### src/spt_cfg.svh
// Constants for the split 8-bit auto-reload timer.
`ifndef SPT_CFG_SVH
`define SPT_CFG_SVH
`define SPT_ADDR_CTRL     4'h0
`define SPT_ADDR_CLOCK_CONTROL_REG    4'h1
`define SPT_ADDR_RLL      4'h2
`define SPT_ADDR_RLH      4'h3
`define SPT_ADDR_CNTL     4'h4
`define SPT_ADDR_CNTH     4'h5
`define SPT_ADDR_IE       4'h6
`define SPT_CTRL_TFH      7
`define SPT_CTRL_TFL      6
`define SPT_CTRL_LEN      5
`define SPT_CTRL_SPLIT    3
`define SPT_CTRL_RUN      2
`define SPT_CTRL_XCLK_HI  1
`define SPT_CTRL_XCLK_LO  0
`define SPT_CK_HI         1
`define SPT_CK_LO         0
`define SPT_IE_TMR        0
`define SPT_CTRL_RST      8'h00
`define SPT_BYTE_RST      8'h00
`define SPT_BYTE_MAX      8'hFF
`define SPT_DIV12_LAST    4'hB
`define SPT_DIV8_LAST     3'h7
`endif

### src/spt_pkg.sv
// Types for the split 8-bit auto-reload timer.
`default_nettype none
package spt_pkg;
   typedef enum logic [1:0] {
      SPT_XS_DIV12 = 2'h0,
      SPT_XS_RTC8  = 2'h1,
      SPT_XS_RSVD  = 2'h2,
      SPT_XS_CMP0  = 2'h3
   } spt_xsel_t;
   typedef logic [7:0] spt_byte_t;
   typedef logic [3:0] spt_addr_t;
endpackage : spt_pkg
`default_nettype wire

### src/spt_timer.sv
// Split-mode timer: two 8-bit auto-reload counters with register port and interrupt.
`include "spt_cfg.svh"
`default_nettype none
module spt_timer (
   input  wire logic           sys_clk,
   input  wire logic           rst_n,
   input  wire spt_pkg::spt_addr_t addr,
   input  wire spt_pkg::spt_byte_t wr_data,
   input  wire logic           wr_en,
   input  wire logic           rd_en,
   output var  spt_pkg::spt_byte_t rd_data,
   input  wire logic           rtc_clk_in,
   input  wire logic           cmp0_in,
   output logic                irq
);
   import spt_pkg::*;

   spt_byte_t  ctrl_reg;
   logic [1:0] clock_control_reg_reg;
   logic       ie_reg;
   spt_byte_t  rll_reg;
   spt_byte_t  rlh_reg;
   spt_byte_t  cntl_reg;
   spt_byte_t  cnth_reg;
   spt_byte_t  rd_data_reg;
   spt_byte_t  rd_data_next;
   logic [3:0] div12_reg;
   logic [2:0] div8_reg;
   logic [1:0] rtc_sync_reg;
   logic [1:0] cmp_sync_reg;
   logic       rtc_prev_reg;
   logic       cmp_prev_reg;

   wire sel_ctrl  = addr == `SPT_ADDR_CTRL;
   wire sel_clock_control_reg = addr == `SPT_ADDR_CLOCK_CONTROL_REG;
   wire sel_rll   = addr == `SPT_ADDR_RLL;
   wire sel_rlh   = addr == `SPT_ADDR_RLH;
   wire sel_cntl  = addr == `SPT_ADDR_CNTL;
   wire sel_cnth  = addr == `SPT_ADDR_CNTH;
   wire sel_ie    = addr == `SPT_ADDR_IE;

   wire       split_mode_select = ctrl_reg[`SPT_CTRL_SPLIT];
   wire       run_control       = ctrl_reg[`SPT_CTRL_RUN];
   wire       low_flag_irq_enable = ctrl_reg[`SPT_CTRL_LEN];
   wire       timer_irq_enable  = ie_reg;
   spt_xsel_t ext_clock_select;
   assign ext_clock_select = spt_xsel_t'({ctrl_reg[`SPT_CTRL_XCLK_HI],
                                          ctrl_reg[`SPT_CTRL_XCLK_LO]});
   wire high_clock_select = clock_control_reg_reg[`SPT_CK_HI];
   wire low_clock_select  = clock_control_reg_reg[`SPT_CK_LO];

   // Prescalers free-run so both halves share one phase of each slow tick.
   wire tick_div12 = div12_reg == `SPT_DIV12_LAST;
   wire rtc_rise   = rtc_sync_reg[1] & ~rtc_prev_reg;
   wire tick_rtc8  = rtc_rise && div8_reg == `SPT_DIV8_LAST;
   wire cmp_rise   = cmp_sync_reg[1] & ~cmp_prev_reg;

   // The reserved field code never counts, so a stray setting stalls a half whose clock select bit is clear.
   wire ext_tick = (ext_clock_select == SPT_XS_DIV12) ? tick_div12 :
                   (ext_clock_select == SPT_XS_RTC8)  ? tick_rtc8  :
                   (ext_clock_select == SPT_XS_CMP0)  ? cmp_rise   : 1'b0;
   wire tick_hi = high_clock_select ? 1'b1 : ext_tick;
   wire tick_lo = low_clock_select  ? 1'b1 : ext_tick;

   // Only split mode is implemented; with it clear both halves hold.
   wire step_hi = split_mode_select & run_control & tick_hi;
   wire step_lo = split_mode_select & tick_lo;
   wire ovf_hi  = step_hi && cnth_reg == `SPT_BYTE_MAX;
   wire ovf_lo  = step_lo && cntl_reg == `SPT_BYTE_MAX;

   wire wr_ctrl = wr_en & sel_ctrl;
   // Hardware set wins over a software clear in the same cycle.
   wire tfh_next = ovf_hi | (wr_ctrl ? wr_data[`SPT_CTRL_TFH] : ctrl_reg[`SPT_CTRL_TFH]);
   wire tfl_next = ovf_lo | (wr_ctrl ? wr_data[`SPT_CTRL_TFL] : ctrl_reg[`SPT_CTRL_TFL]);
   spt_byte_t ctrl_next;
   assign ctrl_next = {tfh_next, tfl_next,
                       wr_ctrl ? wr_data[5:0] : ctrl_reg[5:0]};

   spt_byte_t cnth_next;
   spt_byte_t cntl_next;
   assign cnth_next = ovf_hi ? rlh_reg :
                      (wr_en & sel_cnth) ? wr_data :
                      step_hi ? spt_byte_t'(cnth_reg + 8'h01) : cnth_reg;
   assign cntl_next = ovf_lo ? rll_reg :
                      (wr_en & sel_cntl) ? wr_data :
                      step_lo ? spt_byte_t'(cntl_reg + 8'h01) : cntl_reg;

   assign rd_data_next = !rd_en    ? `SPT_BYTE_RST :
                         sel_ctrl  ? ctrl_reg :
                         sel_clock_control_reg ? {6'h00, clock_control_reg_reg} :
                         sel_rll   ? rll_reg :
                         sel_rlh   ? rlh_reg :
                         sel_cntl  ? cntl_reg :
                         sel_cnth  ? cnth_reg :
                         sel_ie    ? {7'h00, ie_reg} : `SPT_BYTE_RST;
   assign rd_data = rd_data_reg;

   assign irq = timer_irq_enable & (ctrl_reg[`SPT_CTRL_TFH] |
                (low_flag_irq_enable & ctrl_reg[`SPT_CTRL_TFL]));

   always_ff @(posedge sys_clk or negedge rst_n) begin
      if (!rst_n) begin
         rtc_sync_reg <= 2'h0;
         cmp_sync_reg <= 2'h0;
         rtc_prev_reg <= 1'b0;
         cmp_prev_reg <= 1'b0;
      end else begin
         rtc_sync_reg <= {rtc_sync_reg[0], rtc_clk_in};
         cmp_sync_reg <= {cmp_sync_reg[0], cmp0_in};
         rtc_prev_reg <= rtc_sync_reg[1];
         cmp_prev_reg <= cmp_sync_reg[1];
      end
   end

   always_ff @(posedge sys_clk or negedge rst_n) begin
      if (!rst_n) begin
         div12_reg <= 4'h0;
         div8_reg  <= 3'h0;
      end else begin
         div12_reg <= tick_div12 ? 4'h0 : div12_reg + 4'h1;
         if (rtc_rise) begin
            div8_reg <= div8_reg + 3'h1;
         end
      end
   end

   always_ff @(posedge sys_clk or negedge rst_n) begin
      if (!rst_n) begin
         ctrl_reg  <= `SPT_CTRL_RST;
         clock_control_reg_reg <= 2'h0;
         ie_reg    <= 1'b0;
         rll_reg   <= `SPT_BYTE_RST;
         rlh_reg   <= `SPT_BYTE_RST;
         cntl_reg  <= `SPT_BYTE_RST;
         cnth_reg  <= `SPT_BYTE_RST;
         rd_data_reg <= `SPT_BYTE_RST;
      end else begin
         ctrl_reg <= ctrl_next;
         cntl_reg <= cntl_next;
         cnth_reg <= cnth_next;
         rd_data_reg <= rd_data_next;
         if (wr_en & sel_clock_control_reg) begin
            clock_control_reg_reg <= wr_data[1:0];
         end
         if (wr_en & sel_ie) begin
            ie_reg <= wr_data[`SPT_IE_TMR];
         end
         if (wr_en & sel_rll) begin
            rll_reg <= wr_data;
         end
         if (wr_en & sel_rlh) begin
            rlh_reg <= wr_data;
         end
      end
   end
endmodule : spt_timer
`default_nettype wire

### config.mk
export PLATFORM = sky130hd
export DESIGN_NAME = spt_timer
export DESIGN_NICKNAME = d
export VERILOG_FILES = /design/src/spt_pkg.sv /design/src/spt_timer.sv
export VERILOG_INCLUDE_DIRS = /design/src
export SDC_FILE = /design/constraint.sdc
export NUM_CORES = 1
export LEC_CHECK = 0
export ABC_CLOCK_PERIOD_IN_PS = 2150
export BUFFER_PORTS_ARGS = -buffer_cell sky130_fd_sc_hd__clkbuf_2
export CORE_AREA = 2 2 77 94
export CTS_BUF_LIST = sky130_fd_sc_hd__clkbuf_8
export CTS_CLUSTER_DIAMETER = 50
export CTS_CLUSTER_SIZE = 12
export DETAILED_ROUTE_END_ITERATION = 12
export DIE_AREA = 0 0 79 96
export GPL_TIMING_DRIVEN = 0
export PLACE_DENSITY = 0.75
export SETUP_SLACK_MARGIN = 0.2
export SYNTH_ARGS = -nofsm -noshare
export SYNTH_HDL_FRONTEND = slang
export SYNTH_SLANG_ARGS = --single-unit
### constraint.sdc
create_clock -name sys_clk -period 2.15 [get_ports sys_clk]
set_clock_uncertainty 0.05 [all_clocks]
set_input_delay 0 -clock sys_clk [delete_from_list [all_inputs] [get_ports sys_clk]]
set_output_delay 0 -clock sys_clk [all_outputs]
set_load 0.005 [all_outputs]
==> impl_metrics.ini <==
[cells_and_area]
nFillCells = 556
final_util_pct = 64.3
antenna-diode-count = 0
final_cell_mix = dfrtp_1, nand2_1, nor2_1, clkbuf_2
syn2layout_area_growth_pct = 23.3
final_common_cell = dfrtp_1
stdcell_count = 507
nNetsFinal = 438
drive_gt1_share_pct = 26.4

[timing]
hold_viol = 0
period_needed_ns = 1.99
fmax_ghz = 0.503
slew_headroom_pct = 41.6
fin_crit_sh_pct = 92.4
worstMarginPinSlew_ns = 0.876
setup_tns_ns = 0
finalSetupViolCount = 0
final_max_slew_viol_count = 0
rsz0062_at_grt = yes

[drt]
dr.pass1.iters = 5
num_vias = 3077
drtIter0Drc = 265
wl_per_cell_um = 18.2
drc = 0
routed_via_density = 6.07
antenna_left = 0
wl_um = 9230

[critical_path]
crit_family = compound AO/OA/AOI/OAI gates
critPathMaxStageDelay_ns = 0.39
critPathRequiredTime_ns = 2.34
critPathCaptureType = register
crit_type = register to register
arrival_ns = 2.18
crit_path_start_kind = register
regToRegSetupSlack_ns = 0.16
crit_chain = ha_2, ha_4, nand4bb_1, a21boi_2, o311a_1, buf_6, and2_4, a211o_1
cp_slowest_cell = dfrtp_1
path_buf_inv = 1
worstPathMaxFanout = 6

[logic_synthesis]
synthesis.area_um2 = 3490
synth_fp_nets = 381
ys_seq_elements = 64
synthArstFlopShare_pct = 100
synth_edf_count = 0
yosysWarnings = 0
yosysUniqueCellTypes = 57
syn-mean-instance-area_um2 = 9.74
syn-instance-count = 358
ys.flop_type = dfrtp_1
synth_seq_area_share_pct = 45.9

[power]
power_mw = 4.59
powerDensity_nw_per_um2 = 1070
p_leak_nw = 1.93
peakVddDrop_mv = 0.653

[grt]
antenna_found_initial = 0
grt_usage_pct = 26.0
grt_pass1_wl_um = 14900
grt_pass1_vias = 3034
gr-total-overflow = 0
grt_start_max_net_pins = 65

[floorplan]
core-area_um2 = 6690
io_pins = 27
rows = 33
die-area_um2 = 7580
floorplan.initialDensity_pct = 52.1
die_w_um = 79
die_h_um = 96

[placement]
dp.cells = 470
gp_congestion = 0.920
portBuffers = 25
dp_hpwl_um = 6030

[status]
outcome = finished clean

[clock_tree]
cts_sinks = 64
cts_root_buffer = clkbuf_8
cts_inserted_buffers = 9
ctsHtreeMaxLevel = 3
cts_tree = yes
path_clk_slew_ns = 0.07
clk_path_buf_depth = 2
worstSkewPairLatency_ns = 0.36

[worst_hold_path]
hp-class = primary input to register

[flow_run]
drv_cap = 0
[cells in the mapped netlist, drive strengths merged, types with 2 or more instances]
cell type,n,area share [%]
a211oi,4,0.86
nor3,7,1.3
mux2,24,7.8
o2111ai,2,0.50
nor2b,3,0.54
xor2,5,1.3
o22ai,3,0.54
nand2b,6,1.1
clkbuf,5,0.54
ha,5,1.8
o21a,2,0.43
and2,9,1.6
nand3,10,1.4
buf,11,1.9
a31oi,6,1.1
a22oi,5,1.1
a211o,3,0.75
o211ai,5,1.1
nand4,2,0.36
o21ai,25,3.6
a21oi,16,2.3
nand3b,3,1.0
o311a,2,0.57
and4,3,0.75
inv,5,0.54
a21o,2,0.43
dfrtp,64,46
mux2i,12,3.4
xnor2,4,1.0
nand2,48,5.2
and3,7,1.3
nor2,32,3.4
[layout make-up]
class                           instances  area (um^2)  share of cell area, %
Buffer                                 16          113                   2.62
Clock buffer                           10          138                   3.20
Clock inverter                          6          115                   2.68
Inverter                                5         18.8                  0.437
Multi-Input combinational cell        273         1860                   43.3
Sequential cell                        64         1600                   37.3
Tap cell                               87          109                   2.53
Timing Repair Buffer                   46          343                   7.98
[routing by layer]
| layer | up-vias | GRT usage [%] | wire length [um] |
|---|---|---|---|
| li1 | 1417 | - | - |
| met1 | 1475 | 30.0 | 3700 |
| met2 | 141 | 43.9 | 4570 |
| met3 | 44 | 5.53 | 510 |
| met4 | 0 | 16.7 | 454 |
| met5 | - | 0 | 0 |
[path summary, 6_finish.rpt]
path,startpoint,to,depth (start not counted)
worst max-delay path,div8_reg[0]$_DFFE_PN0P_,ctrl_reg[7]$_DFF_PN0_,8
worst min-delay path,wr_en,ctrl_reg[7]$_DFF_PN0_,3
worst max register to register,div8_reg[0]$_DFFE_PN0P_,ctrl_reg[7]$_DFF_PN0_,8
worst min register to register,cmp_sync_reg[0]$_DFF_PN0_,cmp_sync_reg[1]$_DFF_PN0_,0
max in group asynchronous,rst_n,cntl_reg[0]$_DFFE_PN0P_,2
min in group asynchronous,rst_n,cnth_reg[4]$_DFFE_PN0P_,2
[stage by stage]
stage	hold WS [ns]	area [um^2]	setup WS, ns
5_1_grt	0.126	4300	0.0890
3_3_place_gp	0.0589	3720	-0.00302
2_1_floorplan	-0.346	3490	0.202
4_1_cts	0.0886	4220	0.181
6_report	0.106	4300	0.163
3_5_place_dp	0.0601	3720	-0.0188
[logic make-up (layout without fill, tap and decap cells)]
kind of cell             after synthesis  after routing  share of synthesized area [%]
buffers and inverters                 21             83                           2.98
XOR/XNOR                               9              9                           2.26
adder cells (fa/ha/maj)                5              5                           1.79
AO/OA/AOI/OAI                         87             87                           16.3
multiplexers                          36             36                           11.2
AND/OR/NAND/NOR                      136            136                           19.5
flip-flops                            64             64                           45.9
[power by group]
group | internal (mW) | total (mW) | leakage, nW | switching (mW)
Combinational | 0.725 | 1.37 | 1.03 | 0.649
Sequential | 1.51 | 1.91 | 0.777 | 0.395
Clock | 0.807 | 1.32 | 0.123 | 0.508
[worst min-delay path, delay by kind of cell]
| family | cells | cell delay [ns] |
|---|---|---|
| buffers and inverters | 1 | 0.20 |
| AND/OR/NAND/NOR | 1 | 0.19 |
| AO/OA/AOI/OAI | 1 | 0.09 |
[repair_timing]
item                                   4_1_cts  5_1_grt
cloned                                       2        0
hold buffers                                12        0
buffers inserted                             5        2
setup endpoints to repair                   17       16
pin swaps                                    7        6
resized for setup                           20       17
endpoints found under the hold margin       98        0
No activity file was read; power rests on OpenSTA's default activity.
